`src/verilog/cls_pkg.sv`:
```
// Package of register offsets, field positions and constants for the channel 0 loop status bank.
`default_nettype none
package cls_pkg;
    // Printed register indices; some are not multiples of four, so byte address is four times the index.
    localparam logic [11:0] IDX_UPDATE        = 12'h000F;
    localparam logic [11:0] IDX_LOCK_STATUS   = 12'h0D20;
    localparam logic [11:0] IDX_LOOP_STATE    = 12'h0D21;
    localparam logic [11:0] IDX_LIMIT_STATUS  = 12'h0D22;
    localparam logic [11:0] IDX_HISTORY_B0    = 12'h0D23;
    localparam logic [11:0] IDX_HISTORY_B1    = 12'h0D24;
    localparam logic [11:0] IDX_HISTORY_B2    = 12'h0D25;
    localparam logic [11:0] IDX_HISTORY_B3    = 12'h0D26;
    localparam logic [11:0] IDX_IRQ_STATUS    = 12'h0F00;
    localparam logic [11:0] IDX_IRQ_MASK      = 12'h0F01;
    localparam int          ADDR_SHIFT        = 2;
    // Value written to the update register to request a transfer.
    localparam logic [7:0]  UPDATE_STROBE_VAL = 8'h01;
    // Lock status fields.
    localparam int          LK_CAL            = 4;
    localparam int          LK_ANALOG         = 3;
    localparam int          LK_FREQ           = 2;
    localparam int          LK_PHASE          = 1;
    localparam int          LK_ALL            = 0;
    // Loop state fields.
    localparam int          LS_REF_HI         = 4;
    localparam int          LS_REF_LO         = 3;
    localparam int          LS_SWITCH         = 2;
    localparam int          LS_HOLDOVER       = 1;
    localparam int          LS_FREERUN        = 0;
    // Limit status fields.
    localparam int          LM_DEMAP          = 3;
    localparam int          LM_SLEW           = 2;
    localparam int          LM_FCLAMP         = 1;
    localparam int          LM_HIST           = 0;
    localparam int          HIST_W            = 30;
    localparam int          IRQ_W             = 4;
    // Interrupt status bits.
    localparam int          IRQ_LOCK_CHG      = 0;
    localparam int          IRQ_MODE_CHG      = 1;
    localparam int          IRQ_LIMIT_CHG     = 2;
    localparam int          IRQ_UPDATE_DONE   = 3;
    localparam logic [7:0]  RESET_BYTE        = 8'h00;
    localparam logic [1:0]  HTRANS_NONSEQ     = 2'b10;
    localparam logic [1:0]  HSIZE_WORD        = 2'b10;
endpackage
`default_nettype wire

```
`src/verilog/cls_status_bank.sv`:
```
// Channel 0 loop status register bank with AHB-Lite slave and interrupt.
`default_nettype none
// Functional notes
// - The whole channel 0 status range is read only; writes change nothing.
// - Lock bit 4 holds the analog oscillator calibration state taken at the last update strobe, 1 running.
// - Lock bit 3 shows analog loop lock, 1 locked.
// - Lock bit 2 shows digital loop frequency lock, 1 locked.
// - Lock bit 1 shows digital loop phase lock, 1 locked.
// - Lock bit 0 set only when system, analog and digital loops all locked.
// - Lock status bits 7 to 5 read zero.
// - Loop state bits 4:3 hold current input: 00 A, 01 B, 10 C, 11 D.
// - Loop state bit 2 high while switching input references.
// - Loop state bit 1 high while in holdover.
// - Loop state bit 0 high while in free run.
// - Limit bit 3 high while the demapping controller is clamped.
// - Limit bit 2 high while the phase slew limiter restricts the loop.
// - Limit bit 1 high while output frequency is held at a clamp.
// - Limit bit 0 high once averaged tuning history is available.
// - 30-bit tuning history in four bytes, low byte first, top byte bits 29:24.
module cls_status_bank
    import cls_pkg::*;
(
    // Clock and reset.
    input  wire  logic                ref_clk,
    input  wire  logic                rst_b,
    // AHB-Lite slave.
    input  wire  logic                hsel,
    input  wire  logic [31:0]         haddr,
    input  wire  logic [1:0]          htrans,
    input  wire  logic                hwrite,
    input  wire  logic [2:0]          hsize,
    input  wire  logic [31:0]         hwdata,
    input  wire  logic                hready,
    output       logic [31:0]         hrdata,
    output       logic                hreadyout,
    output       logic                hresp,
    // Live loop status, on the same clock.
    input  wire  logic                system_loop_locked,
    input  wire  logic                oscillator_calibration_running,
    input  wire  logic                analog_loop_zero_locked,
    input  wire  logic                digital_loop_zero_freq_locked,
    input  wire  logic                digital_loop_zero_phase_locked,
    input  wire  logic [1:0]          current_input_select,
    input  wire  logic                digital_loop_zero_switching,
    input  wire  logic                digital_loop_zero_holdover,
    input  wire  logic                digital_loop_zero_freerun,
    input  wire  logic                demap_clamped,
    input  wire  logic                phase_slew_limited,
    input  wire  logic                freq_clamped,
    input  wire  logic                tuning_history_ready,
    input  wire  logic [HIST_W-1:0]   tuning_history,
    // Interrupt.
    output       logic                irq
);

    ////////////////////////////////////////////////////////////////////////////////
    // Bus address phase capture.

    logic        dp_valid;
    logic        dp_write;
    logic [11:0] dp_index;
    logic        addr_ok;

    assign addr_ok = (htrans == HTRANS_NONSEQ) && hsel && hready;

    always_ff @(posedge ref_clk or negedge rst_b) begin
        if (!rst_b) begin
            dp_valid <= 1'b0;
            dp_write <= 1'b0;
            dp_index <= 12'h000;
        end else if (hready) begin
            dp_valid <= addr_ok;
            dp_write <= hwrite;
            dp_index <= haddr[ADDR_SHIFT+11:ADDR_SHIFT];
        end
    end

    // Every access finishes in its first data cycle with an OKAY answer.
    assign hreadyout = 1'b1;
    assign hresp     = 1'b0;

    logic wr_update;
    logic rd_irq_status;
    logic wr_mask;

    assign wr_update     = dp_valid && dp_write && (dp_index == IDX_UPDATE)
                           && (hwdata[7:0] == UPDATE_STROBE_VAL);
    assign rd_irq_status = dp_valid && !dp_write && (dp_index == IDX_IRQ_STATUS);
    assign wr_mask       = dp_valid && dp_write && (dp_index == IDX_IRQ_MASK);

    ////////////////////////////////////////////////////////////////////////////////
    // Live status assembly.

    logic [7:0] live_lock;
    logic [7:0] live_loop;
    logic [7:0] live_limit;

    always_comb begin
        live_lock                 = RESET_BYTE;
        live_lock[LK_CAL]         = oscillator_calibration_running;
        live_lock[LK_ANALOG]      = analog_loop_zero_locked;
        live_lock[LK_FREQ]        = digital_loop_zero_freq_locked;
        live_lock[LK_PHASE]       = digital_loop_zero_phase_locked;
        // The digital loop counts as locked only with both phase and frequency lock.
        live_lock[LK_ALL]         = system_loop_locked && analog_loop_zero_locked
                                    && digital_loop_zero_freq_locked
                                    && digital_loop_zero_phase_locked;
        live_loop                 = RESET_BYTE;
        live_loop[LS_REF_HI:LS_REF_LO] = current_input_select;
        live_loop[LS_SWITCH]      = digital_loop_zero_switching;
        live_loop[LS_HOLDOVER]    = digital_loop_zero_holdover;
        live_loop[LS_FREERUN]     = digital_loop_zero_freerun;
        live_limit                = RESET_BYTE;
        live_limit[LM_DEMAP]      = demap_clamped;
        live_limit[LM_SLEW]       = phase_slew_limited;
        live_limit[LM_FCLAMP]     = freq_clamped;
        live_limit[LM_HIST]       = tuning_history_ready;
    end

    ////////////////////////////////////////////////////////////////////////////////
    // Readable copy, refreshed only by the update strobe.

    logic [7:0]        lock_status;
    logic [7:0]        loop_state;
    logic [7:0]        limit_status;
    logic [HIST_W-1:0] history;

    always_ff @(posedge ref_clk or negedge rst_b) begin
        if (!rst_b) begin
            lock_status  <= RESET_BYTE;
            loop_state   <= RESET_BYTE;
            limit_status <= RESET_BYTE;
            history      <= '0;
        end else if (wr_update) begin
            lock_status  <= live_lock;
            loop_state   <= live_loop;
            limit_status <= live_limit;
            history      <= tuning_history;
        end
    end

    ////////////////////////////////////////////////////////////////////////////////
    // Interrupts: events are each capture and the changes seen between successive captures.

    logic [IRQ_W-1:0] irq_status;
    logic [IRQ_W-1:0] irq_mask;
    logic [IRQ_W-1:0] irq_event;

    always_comb begin
        irq_event                  = '0;
        irq_event[IRQ_LOCK_CHG]    = wr_update && (live_lock != lock_status);
        irq_event[IRQ_MODE_CHG]    = wr_update && (live_loop != loop_state);
        irq_event[IRQ_LIMIT_CHG]   = wr_update && (live_limit != limit_status);
        irq_event[IRQ_UPDATE_DONE] = wr_update;
    end

    // A new event in the cycle of the clearing read survives it.
    always_ff @(posedge ref_clk or negedge rst_b) begin
        if (!rst_b) begin
            irq_status <= '0;
        end else if (rd_irq_status) begin
            irq_status <= irq_event;
        end else begin
            irq_status <= irq_status | irq_event;
        end
    end

    always_ff @(posedge ref_clk or negedge rst_b) begin
        if (!rst_b) begin
            irq_mask <= '0;
        end else if (wr_mask) begin
            irq_mask <= hwdata[IRQ_W-1:0];
        end
    end

    assign irq = |(irq_status & irq_mask);

    ////////////////////////////////////////////////////////////////////////////////
    // Read data. Status registers have no write path at all.

    logic [31:0] next_rdata;

    always_comb begin
        next_rdata = 32'h0000_0000;
        case (dp_index)
            IDX_LOCK_STATUS:  next_rdata[7:0] = lock_status;
            IDX_LOOP_STATE:   next_rdata[7:0] = loop_state;
            IDX_LIMIT_STATUS: next_rdata[7:0] = limit_status;
            IDX_HISTORY_B0:   next_rdata[7:0] = history[7:0];
            IDX_HISTORY_B1:   next_rdata[7:0] = history[15:8];
            IDX_HISTORY_B2:   next_rdata[7:0] = history[23:16];
            IDX_HISTORY_B3:   next_rdata[5:0] = history[29:24];
            IDX_IRQ_STATUS:   next_rdata[IRQ_W-1:0] = irq_status;
            IDX_IRQ_MASK:     next_rdata[IRQ_W-1:0] = irq_mask;
            default:          next_rdata = 32'h0000_0000;
        endcase
    end

    assign hrdata = (dp_valid && !dp_write) ? next_rdata : 32'h0000_0000;

    ////////////////////////////////////////////////////////////////////////////////
    // Assertions: the readable copy moves only on an update strobe.

    AST_HOLD_WITHOUT_STROBE: assert property (@(posedge ref_clk) disable iff (!rst_b)
        !wr_update |=> $stable(lock_status) && $stable(loop_state) && $stable(limit_status))
        else $error("status copy changed without update strobe");
    AST_HISTORY_HOLD: assert property (@(posedge ref_clk) disable iff (!rst_b)
        !wr_update |=> $stable(history))
        else $error("history copy changed without update strobe");
    AST_WRITE_NO_EFFECT: assert property (@(posedge ref_clk) disable iff (!rst_b)
        dp_valid && dp_write && dp_index == IDX_LOOP_STATE |=> $stable(loop_state))
        else $error("write changed a status register");
    // Writes anywhere in the status range must leave every copy untouched.
    AST_WRITE_NO_EFFECT_ALL: assert property (@(posedge ref_clk) disable iff (!rst_b)
        dp_valid && dp_write && dp_index >= IDX_LOCK_STATUS && dp_index <= IDX_HISTORY_B3
        |=> $stable(lock_status) && $stable(loop_state) && $stable(limit_status) && $stable(history))
        else $error("write changed the status range");
    AST_STROBE_VALUE: assert property (@(posedge ref_clk) disable iff (!rst_b)
        dp_valid && dp_write && dp_index == IDX_UPDATE && hwdata[7:0] != UPDATE_STROBE_VAL
        |=> $stable(lock_status) && $stable(history))
        else $error("update register acted on a value other than the strobe");

    ////////////////////////////////////////////////////////////////////////////////
    // Assertions: captured lock status.
    // Each capture check looks one cycle after the strobe, at the copy that the strobe loaded.

    AST_CAL_BIT: assert property (@(posedge ref_clk) disable iff (!rst_b)
        wr_update |=> lock_status[LK_CAL] == $past(oscillator_calibration_running))
        else $error("calibration bit wrong");
    AST_ANALOG_LOCK: assert property (@(posedge ref_clk) disable iff (!rst_b)
        wr_update |=> lock_status[LK_ANALOG] == $past(analog_loop_zero_locked))
        else $error("analog lock bit wrong");
    AST_FREQ_LOCK: assert property (@(posedge ref_clk) disable iff (!rst_b)
        wr_update |=> lock_status[LK_FREQ] == $past(digital_loop_zero_freq_locked))
        else $error("frequency lock bit wrong");
    AST_PHASE_LOCK: assert property (@(posedge ref_clk) disable iff (!rst_b)
        wr_update |=> lock_status[LK_PHASE] == $past(digital_loop_zero_phase_locked))
        else $error("phase lock bit wrong");
    AST_ALL_LOCKED: assert property (@(posedge ref_clk) disable iff (!rst_b)
        lock_status[LK_ALL] |-> lock_status[LK_ANALOG] && lock_status[LK_FREQ] && lock_status[LK_PHASE])
        else $error("all-locked set with a loop unlocked");
    AST_ALL_LOCKED_CAPTURE: assert property (@(posedge ref_clk) disable iff (!rst_b)
        wr_update |=> lock_status[LK_ALL] == ($past(system_loop_locked) && $past(analog_loop_zero_locked)
            && $past(digital_loop_zero_freq_locked) && $past(digital_loop_zero_phase_locked)))
        else $error("all-locked bit wrong");
    AST_LOCK_RSVD: assert property (@(posedge ref_clk) disable iff (!rst_b)
        lock_status[7:5] == 3'b000)
        else $error("lock reserved bits nonzero");

    ////////////////////////////////////////////////////////////////////////////////
    // Assertions: captured loop state and limit status.

    AST_REF_SEL: assert property (@(posedge ref_clk) disable iff (!rst_b)
        wr_update |=> loop_state[LS_REF_HI:LS_REF_LO] == $past(current_input_select))
        else $error("reference field wrong");
    AST_MODES: assert property (@(posedge ref_clk) disable iff (!rst_b)
        wr_update |=> loop_state[2:0] == {$past(digital_loop_zero_switching),
            $past(digital_loop_zero_holdover), $past(digital_loop_zero_freerun)})
        else $error("mode bits wrong");
    AST_SWITCH_BIT: assert property (@(posedge ref_clk) disable iff (!rst_b)
        wr_update |=> loop_state[LS_SWITCH] == $past(digital_loop_zero_switching))
        else $error("switching bit wrong");
    AST_HOLDOVER_BIT: assert property (@(posedge ref_clk) disable iff (!rst_b)
        wr_update |=> loop_state[LS_HOLDOVER] == $past(digital_loop_zero_holdover))
        else $error("holdover bit wrong");
    AST_FREERUN_BIT: assert property (@(posedge ref_clk) disable iff (!rst_b)
        wr_update |=> loop_state[LS_FREERUN] == $past(digital_loop_zero_freerun))
        else $error("free run bit wrong");
    AST_LOOP_RSVD: assert property (@(posedge ref_clk) disable iff (!rst_b)
        loop_state[7:5] == 3'b000)
        else $error("loop state reserved bits nonzero");
    AST_LIMITS: assert property (@(posedge ref_clk) disable iff (!rst_b)
        wr_update |=> limit_status[3:0] == {$past(demap_clamped), $past(phase_slew_limited),
            $past(freq_clamped), $past(tuning_history_ready)})
        else $error("limit bits wrong");
    AST_SLEW_BIT: assert property (@(posedge ref_clk) disable iff (!rst_b)
        wr_update |=> limit_status[LM_SLEW] == $past(phase_slew_limited))
        else $error("slew limit bit wrong");
    AST_FCLAMP_BIT: assert property (@(posedge ref_clk) disable iff (!rst_b)
        wr_update |=> limit_status[LM_FCLAMP] == $past(freq_clamped))
        else $error("frequency clamp bit wrong");
    AST_HIST_READY_BIT: assert property (@(posedge ref_clk) disable iff (!rst_b)
        wr_update |=> limit_status[LM_HIST] == $past(tuning_history_ready))
        else $error("history available bit wrong");
    AST_LIMIT_RSVD: assert property (@(posedge ref_clk) disable iff (!rst_b)
        limit_status[7:4] == 4'h0)
        else $error("limit reserved bits nonzero");

    ////////////////////////////////////////////////////////////////////////////////
    // Assertions: read path. A read shows the copy of the last strobe, never the live inputs.

    AST_READ_LOCK: assert property (@(posedge ref_clk) disable iff (!rst_b)
        dp_valid && !dp_write && dp_index == IDX_LOCK_STATUS |-> hrdata == {24'h00_0000, lock_status})
        else $error("lock status read wrong");
    AST_READ_LOOP: assert property (@(posedge ref_clk) disable iff (!rst_b)
        dp_valid && !dp_write && dp_index == IDX_LOOP_STATE |-> hrdata == {24'h00_0000, loop_state})
        else $error("loop state read wrong");
    AST_READ_LIMIT: assert property (@(posedge ref_clk) disable iff (!rst_b)
        dp_valid && !dp_write && dp_index == IDX_LIMIT_STATUS |-> hrdata == {24'h00_0000, limit_status})
        else $error("limit status read wrong");
    AST_HISTORY_CAPTURE: assert property (@(posedge ref_clk) disable iff (!rst_b)
        wr_update |=> history == $past(tuning_history))
        else $error("history copy differs from live word");
    AST_HIST_B0: assert property (@(posedge ref_clk) disable iff (!rst_b)
        dp_valid && !dp_write && dp_index == IDX_HISTORY_B0 |-> hrdata == {24'h00_0000, history[7:0]})
        else $error("history byte 0 wrong");
    AST_HIST_B1: assert property (@(posedge ref_clk) disable iff (!rst_b)
        dp_valid && !dp_write && dp_index == IDX_HISTORY_B1 |-> hrdata == {24'h00_0000, history[15:8]})
        else $error("history byte 1 wrong");
    AST_HIST_B2: assert property (@(posedge ref_clk) disable iff (!rst_b)
        dp_valid && !dp_write && dp_index == IDX_HISTORY_B2 |-> hrdata == {24'h00_0000, history[23:16]})
        else $error("history byte 2 wrong");
    AST_HIST_TOP: assert property (@(posedge ref_clk) disable iff (!rst_b)
        dp_valid && !dp_write && dp_index == IDX_HISTORY_B3 |-> hrdata == {26'h000_0000, history[29:24]})
        else $error("history top byte wrong");

    AST_READ_IRQ: assert property (@(posedge ref_clk) disable iff (!rst_b)
        dp_valid && !dp_write && dp_index == IDX_IRQ_STATUS |-> hrdata == {28'h000_0000, irq_status})
        else $error("interrupt status read wrong");
    AST_READ_MASK: assert property (@(posedge ref_clk) disable iff (!rst_b)
        dp_valid && !dp_write && dp_index == IDX_IRQ_MASK |-> hrdata == {28'h000_0000, irq_mask})
        else $error("interrupt mask read wrong");
    AST_READ_UNMAPPED: assert property (@(posedge ref_clk) disable iff (!rst_b)
        dp_valid && !dp_write && dp_index < IDX_LOCK_STATUS |-> hrdata == 32'h0000_0000)
        else $error("read below the status range not zero");
    AST_IDLE_RDATA: assert property (@(posedge ref_clk) disable iff (!rst_b)
        !(dp_valid && !dp_write) |-> hrdata == 32'h0000_0000)
        else $error("read data driven outside a read data phase");

    ////////////////////////////////////////////////////////////////////////////////
    // Assertions: interrupt status and mask.
    // A status read never meets a strobe in one cycle, so the clearing read empties the register.

    AST_IRQ_UPDATE_SET: assert property (@(posedge ref_clk) disable iff (!rst_b)
        wr_update |=> irq_status[IRQ_UPDATE_DONE])
        else $error("update done flag not set");
    AST_IRQ_LOCK_EVENT: assert property (@(posedge ref_clk) disable iff (!rst_b)
        wr_update && (live_lock != lock_status) |=> irq_status[IRQ_LOCK_CHG])
        else $error("lock change flag not set");
    AST_IRQ_MODE_EVENT: assert property (@(posedge ref_clk) disable iff (!rst_b)
        wr_update && (live_loop != loop_state) |=> irq_status[IRQ_MODE_CHG])
        else $error("loop state change flag not set");
    AST_IRQ_LIMIT_EVENT: assert property (@(posedge ref_clk) disable iff (!rst_b)
        wr_update && (live_limit != limit_status) |=> irq_status[IRQ_LIMIT_CHG])
        else $error("limit change flag not set");
    AST_IRQ_STICKY: assert property (@(posedge ref_clk) disable iff (!rst_b)
        !rd_irq_status |=> (irq_status & $past(irq_status)) == $past(irq_status))
        else $error("interrupt flag lost without a read");
    AST_IRQ_HOLD: assert property (@(posedge ref_clk) disable iff (!rst_b)
        !wr_update && !rd_irq_status |=> $stable(irq_status))
        else $error("interrupt status moved without an event");
    AST_IRQ_CLEAR: assert property (@(posedge ref_clk) disable iff (!rst_b)
        rd_irq_status |=> irq_status == '0)
        else $error("interrupt status not cleared by its read");

    AST_MASK_WRITE: assert property (@(posedge ref_clk) disable iff (!rst_b)
        wr_mask |=> irq_mask == $past(hwdata[IRQ_W-1:0]))
        else $error("interrupt mask not written");
    AST_MASK_HOLD: assert property (@(posedge ref_clk) disable iff (!rst_b)
        !wr_mask |=> $stable(irq_mask))
        else $error("interrupt mask moved without a write");

    ////////////////////////////////////////////////////////////////////////////////
    // Cover points for the main scenarios.

    COV_UPDATE:  cover property (@(posedge ref_clk) disable iff (!rst_b) wr_update ##1 rd_irq_status);
    COV_LOCKED:  cover property (@(posedge ref_clk) disable iff (!rst_b) lock_status[LK_ALL]);
    COV_IRQ:     cover property (@(posedge ref_clk) disable iff (!rst_b) $rose(irq));
    COV_HOLD:    cover property (@(posedge ref_clk) disable iff (!rst_b) wr_update && digital_loop_zero_holdover);
    COV_RO_WR:   cover property (@(posedge ref_clk) disable iff (!rst_b)
        dp_valid && dp_write && dp_index == IDX_LOCK_STATUS);

endmodule
`default_nettype wire

```
`config.mk`:
```
export PLATFORM = sky130hd
export DESIGN_NAME = cls_status_bank
export DESIGN_NICKNAME = d
export VERILOG_FILES = /design/src/verilog/cls_pkg.sv /design/src/verilog/cls_status_bank.sv
export SDC_FILE = /design/constraint.sdc
export NUM_CORES = 1
export LEC_CHECK = 0
export ABC_AREA = 0
export BUFFER_PORTS_ARGS = -buffer_cell sky130_fd_sc_hd__clkbuf_2
export CAP_MARGIN = 20
export CORE_MARGIN = 3
export CORE_UTILIZATION = 43
export CTS_CLUSTER_SIZE = 14
export DETAILED_ROUTE_END_ITERATION = 12
export HOLD_SLACK_MARGIN = 0.03
export PLACE_DENSITY_LB_ADDON = 0.08
export SLEW_MARGIN = 20
export SYNTH_ARGS = -nofsm -noshare
export SYNTH_HDL_FRONTEND = slang
export SYNTH_SLANG_ARGS = --single-unit
```
`constraint.sdc`:
```
create_clock -name ref_clk -period 2.16 [get_ports ref_clk]
set_input_delay 0.108 -clock ref_clk [delete_from_list [all_inputs] [get_ports ref_clk]]
set_output_delay 0.108 -clock ref_clk [all_outputs]
set_load 0.02 [all_outputs]
```
Yosys cells after proc, flatten, opt, wreduce, memory -nomap -nowiden
Index checks and enable logic that the tools add are counted.
{ "word_totals": {"latch_bits": 0, "elab_cells": 47, "in_bits": 118, "output_inout_bits": 35, "ff_bits": 66, "memories": 0, "ram_bits": 0, "romBits": 0} }
{ "op_classes": {"n_eq_ne": 15, "bitwise_logic": 2, "n_div": 0, "n_lt_le_gt_ge": 0, "n_mul": 0, "mux": 5, "n_addsub": 0, "n_shift": 0, "n_reduce_logical": 16} }
{ "ops": {"columns": ["op", "count"], "rows": [
  ["equality test 12 bit, second input constant", 9],
  ["one-hot mux 4 bit (9 select lines)", 1],
  ["logical AND 1 bit", 14],
  ["equality test 12 x 4 -> 1 bit, second input constant", 1],
  ["one-hot mux 2 bit (6 select lines)", 1],
  ["!= test 5 bit", 2],
  ["equality test 8 x 1 -> 1 bit, second input constant", 1],
  ["two-way mux 8 bit", 1],
  ["one-hot mux 2 bit (3 select lines)", 1],
  ["bitwise AND 4 bit", 1],
  ["two-way mux 4 bit", 1],
  ["!= test 4 bit", 1],
  ["OR 4 bit", 1],
  ["OR reduction 4 bit", 1],
  ["equality test 2 bit, second input constant", 1],
  ["zero test 1 bit", 1]
]} }

Depth between registers and ports, before layout
{ "depth": {"ltp_word": 7, "mapped_depth": 6, "mapped_depth_nobuf": 5} }

Worst setup path after synthesis
OpenSTA, ideal clock, no wires.
{ "synth_timing": {"kind": "register to register", "from": "reg dp_index[1]", "to": "reg irq_mask[0]", "path_buffers": 0, "arrival_time_ps": 1810, "required_ps": 2035, "stages_incl_launch_ff": 6, "setup_time_ps": 125, "path_slack_ps": 225, "period_less_slack_ps": 1935, "path_cell_list": "dfrtp_1 or3b_1 nor3_4 and2_1 and4_1 mux2_2"} }
{ "synth_via": {"elab_chain_len": 2} }
{ "synth_lines": {"columns": ["item", "line", "rtl"], "rows": [
  ["start: declaration", "cls_status_bank.sv:61", "logic [11:0] dp_index;"],
  ["start signal: assignment", "cls_status_bank.sv:74", "dp_index <= haddr[ADDR_SHIFT+11:ADDR_SHIFT];"],
  ["equality test 12 bit", "cls_status_bank.sv:89", "assign wr_mask = dp_valid && dp_write && (dp_index == IDX_IRQ_MASK);"],
  ["logical AND 1 bit", "cls_status_bank.sv:89", null],
  ["end signal: assignment", "cls_status_bank.sv:172", "irq_mask <= hwdata[IRQ_W-1:0];"],
  ["end: declaration", "cls_status_bank.sv:146", "logic [IRQ_W-1:0] irq_mask;"]
]} }
Every way passes these cells.
A chain may end at the register's enable or synchronous reset.

Final worst setup path
{ "layout_timing": {"from": "reg dp_index[9]", "to": "out hrdata[2]"} }
{ "layout_via": {"elab_chain_len": 3, "word_cells_on_any_way": 11, "cone_classes": "eq/ne: 9; mux: 2"} }
{ "layout_lines": {"columns": ["item", "line", "rtl"], "rows": [
  ["equality test 12 bit (on tied branches)", null, null],
  ["one-hot mux 4 bit (9 select lines) (*)", "cls_status_bank.sv:185", "case (dp_index)"],
  ["two-way mux 8 bit (*)", "cls_status_bank.sv:199", "assign hrdata = (dp_valid && !dp_write) ? next_rdata : 32'h0000_0000;"],
  ["end: declaration", "cls_status_bank.sv:34", "output logic [31:0] hrdata,"]
]} }
Mark *: on every way between the ends. The rest lies on a longest branch, timed or not.

==> flow_summary.ini <==
[placement]
port_buffers = 79
place_congestion = 0.818
dpl.cell_count = 464
hpwl_um = 5500

[critical_path]
worstPathArrival_ns = 2.14
cp-start-kind = flip-flop
cp-end-kind = primary output
reg2reg_slack_ns = 0.10
critPathMaxFanout = 5
cp.required_ns = 2.05
regToRegEndpoint = irq_status[1]
r2r_cells = 6
worstReg2RegStart = dp_index[9]
critPathCapture = hrdata[2]
critPathLaunch = dp_index[9]
worstSetupPathType = flip-flop to primary output

[clock_tree]
cts.path.max_buffers = 2
clk_pin_slew_ns = 0.07
cts_max_level = 3
cts_root_buf = clkbuf_8
clock_latency_ns = 0.33
cts-buffers-inserted = 9
cts.sinks = 66
cts_tree = done

[routing]
drc = 0
drt-total-wl_um = 8010
wl_per_cell_um = 14.6
postRouteAntennaNets = 0
vias_per_cell = 4.91
drt-initial-drc-count = 76
vias = 2687
drt_pass1_iterations = 4

[grt]
grt_pass1_vias = 2677
grt_max_degree = 67
grt_pass1_wl_um = 12700
antenna_found_initial = 0
grt.total_usage_pct = 18.3
overflow = 0

[synth]
ys_warn_count = 0
synthArstFlopShare_pct = 100
synth_top_area_share_pct = 47.8
ys_seq_area_share_pct = 47.8
synth_top_area_cell = dfrtp_1
syn_area_per_cell_um2 = 12.0
synth_edf_count = 0
synth_cell_types = 46
netlist_area_um2 = 3450
syn_inst = 287
synthTopCellsByArea = dfrtp_1, mux2_2, mux2_1
ys.flop_type = dfrtp_1
synth_seq_cells = 66

[sta]
clock_skew_ns = 0.00912
fmax_mhz = 444
setup_violations = 2
rsz0062_at_grt = yes
setup_ws_ns = -0.0928
fin_tns_setup_ns = -0.154
finalHoldViolCount = 0
finalCritPeriodShare_pct = 104
slew_viol_final = 0
fin_crit_ns = 2.25

[die]
coreArea_um2 = 7770
rows = 32
die_y_um = 95.6
start_util_pct = 44.4
io_pins = 153
die-area_um2 = 9140
dieWidth_um = 95.6

[cells_and_area]
final_net_count = 560
layout_common_cells = clkbuf_2, dfrtp_1, dlygate4sd3_1
n_antenna_cell = 0
seq_area_um2 = 1650
final_common_cell = clkbuf_2
finalNonFillerCells = 547
drive_gt1_share_pct = 38.7
postLayoutCoreUtil_pct = 62.8
area_growth_pct = 41.4
multiInputGateArea_um2 = 1690
nFillCells = 653

[run_status]
status = complete, but fails checks
failed_checks = negative setup slack

[power_and_ir_drop]
powerDensity_nw_per_um2 = 541
vdd_drop_max_uv = 415
p_leak_nw = 2.35

[flow_run]
cap_violations = 0

[hold_path]
hp-class = input pin to flip-flop
-- state kept, by name, indices dropped and copies added, names as in the netlist --
signal	cells
irq_mask	4
history	30
limit_status	4
dp_write	1
loop_state	5
lock_status	5
dp_valid	1
dp_index	12
irq_status	4
-- how the worst min path moves through the flow --
stage	from	endpoint	cells past startpoint
after floorplan	rst_b	dp_index[0]	0
after global placement	rst_b	history[23]	2
after detailed placement	rst_b	history[23]	2
after CTS	htrans[1]	dp_valid	3
after global routing	hwdata[0]	irq_mask[0]	2
final	hwdata[0]	irq_mask[0]	2
-- cell families (layout without fill, tap and decap cells) --
family / after synthesis / count (layout) / share of synthesized area, %
DFF: 66 / 66 / 47.8
buffers and inverters: 41 / 175 / 7.90
xor gates and xnor gates: 14 / 14 / 3.55
AOI/OAI and AO/OA: 37 / 37 / 7.58
and+or+nand+nor: 56 / 56 / 9.53
muxes: 71 / 71 / 23.4
other: 2 / 26 / 0.218
-- critical path, stage by stage, from the launching register on --
cell and delay, ns:
dfrtp_1 0.40, or3b_4 0.42, nor3_4 0.18, buf_6 0.15, a32oi_1 0.05, a21o_1 0.20, a31oi_2 0.23, clkbuf_8 0.19
-- stage by stage --
stage / worst slack (ns) / instance area [um^2] / power (W) / hold WS, ns
6_report: -0.0928 / 4880 / 0.00264 / 0.0463
5_1_grt: -0.194 / 4880 / 0.00277 / 0.0323
4_1_cts: -0.106 / 4830 / 0.00267 / 0.0355
3_5_place_dp: 0.135 / 3940 / 0.00160 / 0.159
3_3_place_gp: 0.146 / 3940 / 0.00159 / 0.164
2_1_floorplan: 0.225 / 3540 / 0.00149 / -0.188
-- where the power goes --
part	switching (W)	internal, W
sequential	0.0000291	0.00126
combinational	0.000186	0.000209
clock	0.000439	0.000515
-- cells in the mapped netlist, drive strengths merged, types with 2 or more instances --
master,n
xnor2,7
conb,2
xor2,7
a32oi,3
nand3,7
dfrtp,66
nor4,3
nand4,4
nor3,6
buf,32
nor2,10
a21o,2
or3b,2
mux2i,3
nand3b,4
o21ai,4
nor2b,3
a22oi,9
nand2,7
clkbuf,6
inv,3
mux2,67
and4,2
a22o,4
a21oi,8
-- final cells by class --
class | instances | area share, %
Multi-Input combinational cell | 204 | 34.6
Sequential cell | 66 | 33.9
Timing Repair Buffer | 158 | 25.1
Clock buffer | 10 | 2.62
Tap cell | 102 | 2.62
Clock inverter | 4 | 0.923
Inverter | 3 | 0.231
-- layer usage --
layer | track usage [%] | routed length (um)
met1 | 23.9 | 3720
met2 | 29.0 | 3710
met3 | 5.84 | 446
met4 | 5.45 | 127
met5 | 0 | 0
-- repair_timing --
| item | CTS | global route |
|---|---|---|
| hold endpoints to repair | 125 | 0 |
| pin swaps | 3 | 0 |
| resized for setup | 17 | 12 |
| hold buffers | 60 | 0 |
| setup endpoints to repair | 5 | 7 |
| setup buffers | 8 | 1 |
| cloned | 0 | 0 |
(Power assumes the default switching activity.)
